$ cat config.mk
export PLATFORM = sky130hd
export DESIGN_NAME = dpram_host
export DESIGN_NICKNAME = d
export VERILOG_FILES = /design/src/pkg/dpram_host_pkg.sv /design/src/rtl/dpram_host.sv
export VERILOG_INCLUDE_DIRS = /design/src /design/src/pkg
export SDC_FILE = /design/constraint.sdc
export NUM_CORES = 1
export LEC_CHECK = 0
export BUFFER_PORTS_ARGS = -buffer_cell sky130_fd_sc_hd__buf_2
export CORE_MARGIN = 1
export CORE_UTILIZATION = 40
export DETAILED_ROUTE_END_ITERATION = 8
export GPL_TIMING_DRIVEN = 0
export PLACE_DENSITY = 0.64
export REMOVE_ABC_BUFFERS = 1
export SLEW_MARGIN = 0
export SYNTH_ARGS = -nofsm -noshare
export SYNTH_HDL_FRONTEND = slang
export SYNTH_SLANG_ARGS = --single-unit
$ cat constraint.sdc
create_clock -name clk_in -period 2.6 [get_ports clk_in]
set_clock_uncertainty 0.15 [all_clocks]
set_input_delay 0.26 -clock clk_in [delete_from_list [all_inputs] [get_ports clk_in]]
set_output_delay 0.26 -clock clk_in [all_outputs]
set_load 0.02 [all_outputs]
$ cat src/pkg/dpram_host_cfg.svh
// Constants for the dual-port memory port controller
`ifndef DPRAM_HOST_CFG_SVH
`define DPRAM_HOST_CFG_SVH
// ----------------------------------------
// Register offsets (word index on the command port)
// ----------------------------------------
`define REG_ADDR       4'h0
`define REG_WDATA      4'h1
`define REG_CMD        4'h2
`define REG_RDATA      4'h3
`define REG_STATUS     4'h4
`define REG_IRQ_STAT   4'h5
`define REG_IRQ_MASK   4'h6
`define REG_CTRL       4'h7
// ----------------------------------------
// Field positions and widths
// ----------------------------------------
`define ADDR_W         13
`define DATA_W         9
`define FLAG_IDX_W     3
`define CMD_OP_W       2
`define IRQ_W          4
`define IRQ_DONE       0
`define IRQ_BUSY       1
`define IRQ_INT        2
`define IRQ_OWNED      3
`define CTRL_MASTER    0
`define CTRL_OE_HOLD   1
// ----------------------------------------
// Timing: strobe width for a 20 ns device at 10 ns clock
// ----------------------------------------
`define ACCESS_NS      20
`define CLK_NS         10
`define ACCESS_CYC     ((`ACCESS_NS + `CLK_NS - 1) / `CLK_NS)
`define CNT_W          4
`endif

$ cat src/pkg/dpram_host_pkg.sv
// Types for the dual-port memory port controller
package dpram_host_pkg;
   // Operation codes written to the command register
   typedef enum logic [1:0] {
      OP_MEM_WR,
      OP_MEM_RD,
      OP_FLAG_WR,
      OP_FLAG_RD
   } op_t;
   // Sequencer states
   typedef enum logic [2:0] {
      ST_IDLE,
      ST_SETUP,
      ST_STROBE,
      ST_WAITBUSY,
      ST_RECOVER
   } state_t;
endpackage

$ cat src/rtl/dpram_host.sv
// One-port controller driving a dual-port memory with semaphore flags
`timescale 1ns/100ps
`include "dpram_host_cfg.svh"
module dpram_host
   import dpram_host_pkg::*;
(
   // Clock and reset
   input  wire logic                    clk_in,
   input  wire logic                    sys_rst_in,
   // Command port
   input  wire logic [3:0]              reg_addr_in,
   input  wire logic [31:0]             reg_wdata_in,
   input  wire logic                    reg_wr_in,
   input  wire logic                    reg_rd_in,
   output logic      [31:0]             reg_rdata_out,
   output logic                         irq_out,
   // Device port pins
   output logic                         chip_select_n_out,
   output logic                         flag_space_select_n_out,
   output logic                         write_n_out,
   output logic                         out_drive_n_out,
   output logic      [`ADDR_W-1:0]      addr_out,
   input  wire logic [`DATA_W-1:0]      data_in,
   output logic      [`DATA_W-1:0]      data_out,
   output logic                         data_oe_out,
   input  wire logic                    busy_n_in,
   input  wire logic                    int_n_in,
   // Cascade role strap for the device
   output logic                         master_sel_out
);

   // ----------------------------------------
   // Decoding shared by several sequencer states
   // ----------------------------------------
   // True for operations that write the device
   function automatic logic is_write(input op_t op);
      is_write = (op == OP_MEM_WR) || (op == OP_FLAG_WR);
   endfunction
   // True for semaphore-space operations
   function automatic logic is_flag(input op_t op);
      is_flag = (op == OP_FLAG_WR) || (op == OP_FLAG_RD);
   endfunction

   // ----------------------------------------
   // State
   // ----------------------------------------
   state_t                  state_q, state_d;        // Sequencer state
   op_t                     op_q, op_d;              // Current operation
   logic [`ADDR_W-1:0]      addr_q, addr_d;          // Target address
   logic [`DATA_W-1:0]      wdata_q, wdata_d;        // Write data
   logic [`DATA_W-1:0]      rdata_q, rdata_d;        // Last read word
   logic [`CNT_W-1:0]       cnt_q, cnt_d;            // Strobe timer
   logic [`IRQ_W-1:0]       istat_q, istat_d;        // Sticky events
   logic [`IRQ_W-1:0]       imask_q, imask_d;        // Event mask
   logic                    master_q, master_d;      // Cascade role
   logic                    oe_hold_q, oe_hold_d;    // Keep reads held
   logic                    busy_q, busy_d;          // Transfer in flight
   logic                    int_prev_q, int_prev_d;  // Interrupt pin history
   logic                    cs_n_q, cs_n_d;          // Pin registers
   logic                    fsel_n_q, fsel_n_d;
   logic                    we_n_q, we_n_d;
   logic                    oe_n_q, oe_n_d;
   logic                    doe_q, doe_d;
   logic [31:0]             rd_q, rd_d;              // Read data register
   logic                    irq_q, irq_d;
   logic [`IRQ_W-1:0]       ev;                      // Events this cycle

   // ----------------------------------------
   // Next-state logic
   // ----------------------------------------
   // Sequencer, pin drive and register file in one pass
   always_comb begin
      state_d    = state_q;
      op_d       = op_q;
      addr_d     = addr_q;
      wdata_d    = wdata_q;
      rdata_d    = rdata_q;
      cnt_d      = cnt_q;
      imask_d    = imask_q;
      master_d   = master_q;
      oe_hold_d  = oe_hold_q;
      busy_d     = busy_q;
      int_prev_d = !int_n_in;
      cs_n_d     = cs_n_q;
      fsel_n_d   = fsel_n_q;
      we_n_d     = we_n_q;
      oe_n_d     = oe_n_q;
      doe_d      = doe_q;
      rd_d       = '0;
      ev         = '0;
      // Falling edge of the device's interrupt flag
      ev[`IRQ_INT] = !int_n_in && !int_prev_q;
      // Register writes
      if (reg_wr_in) begin
         case (reg_addr_in)
            `REG_ADDR:     addr_d    = reg_wdata_in[`ADDR_W-1:0];
            `REG_WDATA:    wdata_d   = reg_wdata_in[`DATA_W-1:0];
            `REG_IRQ_MASK: imask_d   = reg_wdata_in[`IRQ_W-1:0];
            `REG_CTRL: begin
               master_d  = reg_wdata_in[`CTRL_MASTER];
               oe_hold_d = reg_wdata_in[`CTRL_OE_HOLD];
            end
            `REG_CMD: begin
               // Commands are dropped while a transfer runs
               if (!busy_q) begin
                  op_d   = op_t'(reg_wdata_in[`CMD_OP_W-1:0]);
                  busy_d = 1'b1;
                  state_d = ST_SETUP;
               end
            end
            default: ;
         endcase
      end
      // Sequencer
      case (state_q)
         ST_IDLE: begin
            // Standby: both selects high floats the device port
            cs_n_d  = 1'b1;
            fsel_n_d = 1'b1;
            we_n_d  = 1'b1;
            oe_n_d  = 1'b1;
            doe_d   = 1'b0;
         end
         ST_SETUP: begin
            // Only one select goes low, never both
            cs_n_d   = is_flag(op_q);
            fsel_n_d = !is_flag(op_q);
            we_n_d  = !is_write(op_q);
            oe_n_d  = is_write(op_q);
            doe_d   = is_write(op_q);
            cnt_d   = `CNT_W'(`ACCESS_CYC);
            state_d = ST_STROBE;
         end
         ST_STROBE: begin
            if (cnt_q > `CNT_W'(1)) begin
               cnt_d = cnt_q - `CNT_W'(1);
            end else if (!master_q && !busy_n_in && !is_flag(op_q)) begin
               // Lost arbitration: hold the cycle until busy clears
               ev[`IRQ_BUSY] = 1'b1;
               state_d = ST_WAITBUSY;
            end else begin
               if (!is_write(op_q)) begin
                  // Flag reads show the flag on every line; keep bit 0
                  rdata_d = is_flag(op_q) ? {{(`DATA_W-1){1'b0}}, data_in[0]} : data_in;
                  // Read of 0 after requesting means ownership
                  ev[`IRQ_OWNED] = is_flag(op_q) && !data_in[0];
               end
               we_n_d  = 1'b1;
               oe_n_d  = !(oe_hold_q && !is_write(op_q));
               doe_d   = 1'b0;
               state_d = ST_RECOVER;
            end
         end
         ST_WAITBUSY: begin
            // Slave device: busy pin sampled as an input
            if (busy_n_in) begin
               cnt_d   = `CNT_W'(`ACCESS_CYC);
               state_d = ST_STROBE;
            end
         end
         ST_RECOVER: begin
            cs_n_d  = 1'b1;
            fsel_n_d = 1'b1;
            if (!oe_hold_q) begin
               oe_n_d = 1'b1;
            end
            busy_d  = 1'b0;
            ev[`IRQ_DONE] = 1'b1;
            state_d = ST_IDLE;
         end
         default: state_d = ST_IDLE;
      endcase
      // Read mux; interrupt status read clears the sticky bits
      if (reg_rd_in) begin
         case (reg_addr_in)
            `REG_ADDR:     rd_d = 32'(addr_q);
            `REG_WDATA:    rd_d = 32'(wdata_q);
            `REG_RDATA:    rd_d = 32'(rdata_q);
            `REG_STATUS:   rd_d = 32'({!int_n_in, !busy_n_in, busy_q});
            `REG_IRQ_STAT: rd_d = 32'(istat_q);
            `REG_IRQ_MASK: rd_d = 32'(imask_q);
            `REG_CTRL:     rd_d = 32'({oe_hold_q, master_q});
            default:       rd_d = '0;
         endcase
      end
      // Set wins over the read clear
      istat_d = ((reg_rd_in && reg_addr_in == `REG_IRQ_STAT) ? '0 : istat_q) | ev;
      irq_d   = |(istat_d & imask_d);
   end

   // ----------------------------------------
   // Registers
   // ----------------------------------------
   // Synchronous reset to idle, device deselected
   always_ff @(posedge clk_in) begin
      if (sys_rst_in) begin
         state_q    <= ST_IDLE;
         op_q       <= OP_MEM_RD;
         addr_q     <= '0;
         wdata_q    <= '0;
         rdata_q    <= '0;
         cnt_q      <= '0;
         istat_q    <= '0;
         imask_q    <= '0;
         master_q   <= 1'b1;
         oe_hold_q  <= 1'b0;
         busy_q     <= 1'b0;
         int_prev_q <= 1'b0;
         cs_n_q     <= 1'b1;
         fsel_n_q   <= 1'b1;
         we_n_q     <= 1'b1;
         oe_n_q     <= 1'b1;
         doe_q      <= 1'b0;
         rd_q       <= '0;
         irq_q      <= 1'b0;
      end else begin
         state_q    <= state_d;
         op_q       <= op_d;
         addr_q     <= addr_d;
         wdata_q    <= wdata_d;
         rdata_q    <= rdata_d;
         cnt_q      <= cnt_d;
         istat_q    <= istat_d;
         imask_q    <= imask_d;
         master_q   <= master_d;
         oe_hold_q  <= oe_hold_d;
         busy_q     <= busy_d;
         int_prev_q <= int_prev_d;
         cs_n_q     <= cs_n_d;
         fsel_n_q   <= fsel_n_d;
         we_n_q     <= we_n_d;
         oe_n_q     <= oe_n_d;
         doe_q      <= doe_d;
         rd_q       <= rd_d;
         irq_q      <= irq_d;
      end
   end

   // ----------------------------------------
   // Outputs, all from flip-flops
   // ----------------------------------------
   assign chip_select_n_out       = cs_n_q;
   assign flag_space_select_n_out = fsel_n_q;
   assign write_n_out             = we_n_q;
   assign out_drive_n_out         = oe_n_q;
   // Address bits 2:0 pick the flag in flag space
   assign addr_out                = addr_q;
   // Flag writes carry the value in bit 0 only
   assign data_out                = wdata_q;
   assign data_oe_out             = doe_q;
   assign master_sel_out          = master_q;
   assign reg_rdata_out           = rd_q;
   assign irq_out                 = irq_q;
endmodule

==> run metrics, run 1 <==
Reg area=about 1400 µm²; Antenna Nets Post-Route=0; H-tree levels=3; worst reg2reg setup slack=approximately 0.52 ns; clock share of power=37.8%; HP Class=in -> reg; YS warnings=0; crit path max-delay cell type=dfxtp_1; Tcrit/Tclk final=between 80% and 90%; post-synthesis sequential area ratio=a little over two fifths; Final Hold Viols=0; DRT iter0 DRCs=between 150 and 200; ant diodes=0; CTS tree=built; later-pin clock latency in the skew report=~0.34 ns; # setup viols final=0; Setup Fix Bufs, Post-CTS=0; vias in the first global route=approximately 2.6k; Max Cap Violations=0; Synth area leaders=dfxtp_1 43%, mux2i_1 6.3%, a21oi_1 5.1%, nor2_1 5.1%, buf_4 4.8%; final critical-path required period=between 2 and 2.5 ns; Clock Path Buffers=2; Yosys top cell area share=between 40% and 50%; worst-path maximum fanout=12; part of the power in registers=53.5%; Clock transition at path regs=~0.08 ns; Die ar.=8660 µm²; Worst Setup Path Type=reg -> reg; area used by multi-input combinational logic=between 1500 and 2000 µm²; maximum VDD drop=258 µV; Die W=~93 µm; DR vias=between 2k and 3k; Synth Area in Compound Gates=15.9%; Bufs and invs on worst path=1; syn_area_per_cell=8.85 µm²; CP required=2.70 ns; Worst Tran Pin Value=roughly 1.0 ns; post-synthesis mux area share=a little under a tenth; asr flop ratio synth=0%; CP delay by family, top=compound AO/OA/AOI/OAI gates; core area=between 7000 and 8000 µm²; Comb pwr share=8.7%; Crit. End Element=flop; DR pass1 iterations=4; number of I/O pins=about 110; P_leak=around 1.6 nW; mapped cell area=between 3000 and 4000 µm²; number of pins with negative max-slew slack in the final report=0; DRC=0; Commonest cells post-synth=71 x dfxtp_1, 45 x nor2_1, 41 x nand2_1; CP peak stage delay=0.38 ns; Worst setup SP type=flop; Post-Synth XOR/XNOR Area=0%; RSZ-0062 raised after global routing=no; mean number of vias per cell=5.04; Pint=~1.5 mW; WL final=7850 µm; GRT Overall Usage=approximately a fifth; Synth Area in Simple Gates=between 20% and 30%; number of flops mapped to enable cells by yosys=0; NumNets Final=just under 500; Max-slew headroom=32.9%; GRT Residual Overflow=0; CP arrival=between 2 and 2.5 ns; final core occ=48.7%; ratio of cells with drive above 1 in the final layout=~25%; Die H=93.1 µm; switching power=547 µW; PortBufs=73; initial core utilization=around 42%; first-pass GRT wire length=around 13000 µm; critical path, cell by cell=inv_1 -> ha_1 -> or2_4 -> nand3_2 -> a2bb2oi_1 -> o22ai_1 -> o21a_1; largest family of logic cells by synthesized area=simple AND/OR/NAND/NOR gates; DP Wirelength=~5400 µm; most numerous cell in the Yosys netlist=dfxtp_1; post-synthesis cell count=about 380; TritonCTS Buffers=9; ys flop type=dfxtp_1; initial antenna violation count=0; # clock sinks=71; pin count of the biggest net entering global routing=53; synth unique cells=between 50 and 60; area grow syn2layout=15.9%; Final Wtd Congestion=0.833; clk root buf=clkbuf_8; Filler Cell Count=771; Synth area leader=dfxtp_1; Core Rows=32; post-synthesis adder-cell area fraction=0.754%; DR WL/cell=approximately 14 µm; Net Sw Frac=26.3%; setup TNS=0 ns; Pwr Density=around 540 nW/µm²; flops & latches, synth=between 70 and 80; status=complete, no violations; highest clock rate=around 480 MHz
[metrics by stage]
stage | total power [mW] | worst slack, ns | hold slack (ns) | instances | instance area [µm²]
5_1_grt | 2.17 | 0.370 | 0.00973 | 549 | 3840
6_report | 2.08 | 0.517 | 0.0123 | 549 | 3840
4_1_cts | 2.10 | 0.496 | 0.000342 | 549 | 3840
2_1_floorplan | 1.23 | 0.771 | 0.177 | 352 | 3120
3_5_place_dp | 1.31 | 0.398 | 0.300 | 527 | 3610
3_3_place_gp | 1.31 | 0.458 | 0.299 | 527 | 3610
[layout make-up]
cell class,instances,area share [%]
repair buffers,79,11.1
flip-flops and latches,71,37.0
clock buffers,11,3.68
multi-input cells,274,43.4
inverters,7,0.683
well taps,102,3.32
clock inverters,5,0.879
[repair_timing]
action | CTS | global route
gates resized for setup | 0 | 0
hold buffers | 6 | 0
endpoints found under the hold margin | 6 | 0
[tightest hold or removal path, delay by kind of cell]
family,cells,cell delay [ns]
AO/OA/AOI/OAI,1,0.05
buffers and inverters,1,0.11
AND/OR/NAND/NOR,1,0.05
[sequential cells by signal, summed over array words and instances (netlist names), 2 cells and up]
register / flops
addr_out: 13
reg_rdata_out: 13
data_out: 9
rdata_q: 9
cnt_q: 4
imask_q: 4
istat_q: 4
state_q: 3
op_q: 2
[cell families (layout without fill, tap and decap cells)]
family | after synthesis | in the layout
buffers and inverters | 48 | 102
adder cells (fa/ha/maj) | 2 | 2
flip-flops | 71 | 71
AND/OR/NAND/NOR | 141 | 141
AO/OA/AOI/OAI | 83 | 83
multiplexers | 29 | 29
other | 1 | 19
[cells in the final DEF (no fill, tap or decap), drive strengths merged, types with 10 or more instances in the layout]
| cell type | count |
|---|---|
| buf | 73 |
| dfxtp | 71 |
| nor2 | 48 |
| nand2 | 42 |
| a21oi | 34 |
| mux2i | 21 |
| conb | 19 |
| o21ai | 18 |
| clkbuf | 11 |
| nand3b | 10 |
| nand2b | 10 |
[power groups by stage]
stage               Clock, mW  Sequential, mW  Combinational (mW)
floorplan                   0            1.14              0.0872
global placement            0            1.14               0.171
detailed placement          0            1.14               0.173
CTS                     0.809            1.11               0.180
global route            0.861            1.12               0.195
finish                  0.786            1.11               0.180
[final timing paths]
kind,start,to,depth (start not counted)
min reg2reg,addr_out[12],addr_out[12],2
min,reg_wdata_in[7],addr_out[7],3
max reg2reg,cnt_q[0],irq_out,7
max,cnt_q[0],irq_out,7
[routing by layer]
metal	routed length, µm	global-route usage [%]	up-vias	part of all wire [%]
li1	-	-	1393	-
met4	79	5.00	0	1.0
met1	3820	24.6	1285	49
met5	0	0	-	0
met2	3570	30.3	82	45
met3	373	4.63	8	4.8
Note: power is estimated with default switching activity, not from simulation.
==> run 2, diff against run 1 <==
- ABC_AREA: not set -> 1
- clock period: 2.6 -> 2 ns (I/O delays scaled with it)
==> run 2 against run 1 <==
Via count up 11%; flip-flop and latch count unchanged; utilization up 2.3 points; count of clock-buffer cells in the layout down 2; final area up 3.1%.
==> run metrics, run 2 <==
status=complete, no violations; final core occ=51.0%; DRT iter0 DRCs=roughly 150; DP Wirelength=~5700 µm; TritonCTS Buffers=9; Top Usage Layer GRT=met2; Cells after DPL=602; Clock Path Buffers=2; Yosys top cell area share=44.0%; pin count of the biggest net entering global routing=31; highest clock rate=554 MHz; Clock transition at path regs=0.08 ns; YS warnings=0; Overall Power=between 2 and 3 mW; post-synthesis sequential area ratio=approximately 44%; # setup viols final=0; NumNets Final=585; grt met2 use=around 33%; CTS tree=built; Max-slew headroom=58.6%; Synth area leader=dfxtp_1; Synth area leaders=dfxtp_1 44%, nand2_1 10%, a21oi_1 7.7%, o21ai_0 5.6%, inv_1 5.2%; later-pin clock latency in the skew report=0.34 ns; CP required=between 2 and 2.5 ns; area grow syn2layout=22.7%; Crit. End Element=flop; clk root buf=clkbuf_8; ys flop type=dfxtp_1; Max Cap Violations=0; Die ar.=8440 µm²; GRT Overall Usage=about a fifth; Core Rows=32; maximum VDD drop=~360 µV; asr flop ratio synth=0%; post-synthesis cell count=440; final critical-path required period=1.80 ns; CP peak stage delay=approximately 0.5 ns; number of I/O pins=roughly 110; Die W=91.9 µm; P_leak=about 1.8 nW; RSZ-0062 raised after global routing=no; Commonest cells post-synth=90 x nand2_1, 71 x dfxtp_1, 50 x a21oi_1; GR met3 Demand/Resource=4.81%; PortBufs=73; setup TNS=0 ns; placed inst area=~3600 µm²; Setup Fix Bufs, Post-CTS=0; crit path max-delay cell type=buf_2; flops & latches, synth=just over 70; initial core utilization=41.6%; DR pass1 iterations=4; Pwr Density=~700 nW/µm²; Final Hold Viols=0; worst reg2reg setup slack=0.27 ns; Tcrit/Tclk final=between 90% and 100%; number of pins with negative max-slew slack in the final report=0; mean number of vias per cell=roughly 4.8; worst-path maximum fanout=30; Filler Cell Count=786; hold-critical path endpoint=addr_out[11]; Final Wtd Congestion=0.830; FF-to-FF Start=cnt_q[0]; Layout Cells excl Fill=between 600 and 700; Worst Setup Path Type=in -> reg; mapped cell area=between 3000 and 4000 µm²; vias in the first global route=between 2k and 3k; first-pass GRT wire length=about 13000 µm; min-delay src=reg_wdata_in[11]; cell depth of the worst flop-to-flop path=8; number of flops mapped to enable cells by yosys=0; worst r2r dst=rdata_q[7]; hold slack=~0.016 ns; GRT Residual Overflow=0; Worst Tran Pin Value=about 0.62 ns; commonest non-fill, non-tap cell in the layout=nand2_1; most numerous cell in the Yosys netlist=nand2_1; ratio of cells with drive above 1 in the final layout=a little over a fifth; Setup WS post-layout=around 0.20 ns; core area=roughly 7800 µm²; DR WL/cell=12.6 µm; met1 Usage GRT=around a quarter; H-tree levels=3; DRC=0; DR vias=approximately 3.1k; Die H=slightly above 90 µm; WL final=8040 µm; # clock sinks=slightly above 70; WHS Path Cells=3; syn_area_per_cell=~7.3 µm²; Worst setup SP type=input port; critical path, cell by cell=buf_2 -> clkinvlp_4 -> nand2_1 -> inv_1 -> nand2_1 -> inv_1; Antenna Nets Post-Route=0; pre-CTS setup slack=-0.282 ns; HP Class=in -> reg; Final Cell Area=between 3000 and 4000 µm²; CP arrival=between 1.5 and 2 ns; synth unique cells=28; most frequent cells in the layout=90 x nand2_1, 73 x buf_2, 71 x dfxtp_1, 50 x a21oi_1, 44 x inv_1; initial antenna violation count=0
[run 2: cell count changes after synthesis, sizes merged, moves of 10 or more]
| cell | change |
|---|---|
| nand3b | -10 |
| nand2b | -10 |
| o21ai | +23 |
| nand2 | +53 |
| a21oi | +16 |
| nand3 | +23 |
| mux2i | -21 |
| inv | +45 |
[run 2: logic make-up after synthesis]
kind of cell | after synthesis | synth area share (%)
xor gates and xnor gates | 2 | 0.542
and+or+nand+nor | 181 | 25.9
buffers and inverters | 83 | 12.3
adders and majority gates | 2 | 0.774
AOI/OAI and AO/OA | 100 | 16.3
other | 1 | 0.116
DFF | 71 | 44.0
[run 2: metal layers]
metal / share of wire (%) / wire, µm
met5: 0 / 0
met4: 1.2 / 97
met3: 6.3 / 503
met2: 46 / 3690
met1: 47 / 3750
[run 2: worst max-delay path by stage]
stage | cells past startpoint | to | start | slack, ns
floorplan | 8 | write_n_out | cnt_q[0] | 0.47
finish | 6 | reg_rdata_out[6] | sys_rst_in | 0.20
global placement | 6 | reg_rdata_out[4] | sys_rst_in | -0.33
global route | 8 | rdata_q[6] | cnt_q[1] | 0.02
CTS | 6 | reg_rdata_out[5] | sys_rst_in | 0.09
detailed placement | 6 | reg_rdata_out[5] | sys_rst_in | -0.28
[run 2: report_power, final]
part / switching [mW] / internal, mW / total, mW
sequential: 0.0132 / 1.43 / 1.45
combinational: 0.185 / 0.0946 / 0.280
clock: 0.538 / 0.438 / 0.975
[run 2: what timing repair did]
action | in CTS | in global routing
hold buffers | 20 | 0
endpoints found under the hold margin | 23 | 0
endpoints found under the setup margin | 0 | 8
resized for setup | 0 | 1
[run 2: final cells by class]
class                   instances  area (µm²)  share of cell area, %
repair buffers                 93         566                   14.3
clock inverters                 6        38.8                  0.979
flip-flops and latches         71        1420                   35.9
inverters                      52         199                   5.02
well taps                     102         128                   3.22
diodes                          1        2.50                 0.0632
repair inverters                1        5.00                  0.126
clock buffers                   9         124                   3.13
multi-input cells             304        1480                   37.3
[run 2: worst max-delay path: cells and delay by family]
kind                   cells  cell delay, ns
buffers and inverters      4            1.19
and+or+nand+nor            2            0.50
==> run 3, diff against run 2 <==
- CORE_UTILIZATION: 40 -> 50
- PLACE_DENSITY: 0.64 -> 0.78
==> run 3 against run 2 <==
The flow now finishes with violations (negative hold slack); first-iteration DRC count up 39%; critical path depth did not move; sequential power about the same; register-to-register slack lost 0.06 ns; non-clock buffer count down 5; power grew 1.1%; worst setup slack got worse by 0.0081 ns; utilization increased by 13 points; via count increased by 0.94%; global-route usage up 4.2 points; final cell count down 5.0%; final area shrank 1.9%; critical endpoint is now reg_rdata_out[8]; largest power group unchanged.
==> run metrics, run 3 (synthesis results as in run 2) <==
status=finished, violations left; violated checks=negative hold slack; Overall Power=2.73 mW; # setup viols final=0; PortBufs=73; Pwr Density=approximately 700 nW/µm²; hold slack=-0.00529 ns; Clock transition at path regs=approximately 0.080 ns; vias in the first global route=between 2k and 3k; DR WL/cell=between 10 and 15 µm; GRT Overall Usage=24.1%; Final Hold Viols=2; TritonCTS Buffers=9; WL final=approximately 7700 µm; Reg area=approximately 1400 µm²; Cells after DPL=575; CTS tree=built; Worst Setup Path Type=in -> reg; DP Wirelength=5520 µm; core area=between 6000 and 7000 µm²; uppermost layer routed=met4; maximum VDD drop=roughly 450 µV; number of I/O pins=~110; Setup Fix Bufs, Post-CTS=0; DR vias=slightly above 3k; mean number of vias per cell=between 5 and 6; Die ar.=roughly 6800 µm²; Worst setup SP type=input port; later-pin clock latency in the skew report=roughly 0.34 ns; WL met3=roughly 530 µm; setup TNS=0 ns; Core Rows=28; area grow syn2layout=20.3%; CP arrival=between 1.5 and 2 ns; initial antenna violation count=0; WHS Path Cells=3; Antenna Nets Post-Route=0; DR pass1 iterations=5; pin count of the biggest net entering global routing=31; NumNets Final=580; ant diodes=0; Die W=roughly 80 µm; final critical-path required period=1.81 ns; number of pins with negative max-slew slack in the final report=0; clk root buf=clkbuf_8; cell depth of the worst flop-to-flop path=8; DRC=0; area used by multi-input combinational logic=~1500 µm²; worst-path maximum fanout=30; Crit. End Element=flop; Layout Cells excl Fill=between 600 and 700; Filler Cell Count=~550; H-tree levels=3; Clock Path Buffers=2; most frequent cells in the layout=90 x nand2_1, 73 x buf_2, 71 x dfxtp_1, 50 x a21oi_1, 44 x inv_1; GRT Residual Overflow=0; placed inst area=roughly 3600 µm²; Die H=82.4 µm; Final Cell Area=between 3000 and 4000 µm²; highest clock rate=between 500 and 600 MHz; WL met2=3530 µm; first-pass GRT wire length=between 10000 and 15000 µm; Max Cap Violations=0; RSZ-0062 raised after global routing=no; # clock sinks=71; DRT met1 WL=about 3500 µm; CP required=approximately 2.1 ns; ratio of cells with drive above 1 in the final layout=21.8%; DRT iter0 DRCs=a little over 200; Final Wtd Congestion=0.882; HP Class=in -> reg; initial core utilization=a little over half; P_leak=roughly 1.8 nW; Max-slew headroom=59.2%; final core occ=between 60 and 70%; Tcrit/Tclk final=around nine tenths; commonest non-fill, non-tap cell in the layout=nand2_1; Worst Tran Pin Value=roughly 0.61 ns
run 3: final cells by class:
class,instances,area share (%)
multi-input combinational,304,38.0
timing repair inverter,1,0.129
clock inverter,7,1.29
timing repair buffer,88,13.3
clock buffer,9,3.19
tap,75,2.41
sequential,71,36.6
inverter,52,5.12
run 3: layer usage:
layer  track usage, %  up-vias
li1                 -     1567
met1             29.9     1402
met2             39.4      112
met3             5.16       19
met4             12.1        0
met5                0        -
run 3: power breakdown:
group	internal (mW)	leakage (nW)	switching, mW	total, mW
clock network	0.448	0.0812	0.563	1.01
registers	1.43	0.574	0.0132	1.45
logic	0.0883	1.12	0.185	0.273
total	1.97	1.78	0.760	2.73
run 3: path summary, 6_finish.rpt:
path,start,to,slack [ns]
max,sys_rst_in,reg_rdata_out[8],0.19
min reg2reg,addr_out[10],reg_rdata_out[10],0.31
min,reg_wdata_in[10],addr_out[10],-0.005
max reg2reg,cnt_q[0],rdata_q[4],0.21
run 3: critical path, stage by stage:
cell	delay, ns
buf_2	0.48
clkinvlp_4	0.49
nand2_1	0.41
inv_1	0.18
nand2_1	0.11
inv_1	0.04
run 3: timing repair:
item                                    in CTS  in global routing
resized for setup                            0                  1
hold endpoints to repair                    17                  0
endpoints found under the setup margin       0                  5
hold buffers                                15                  0
run 3: per-stage QoR:
step	setup slack (ns)	hold WS (ns)
5_1_grt	0.0207	0.00996
2_1_floorplan	0.465	0.117
4_1_cts	0.0457	0.0000480
3_5_place_dp	-0.313	0.246
6_report	0.188	-0.00529
3_3_place_gp	-0.314	0.246
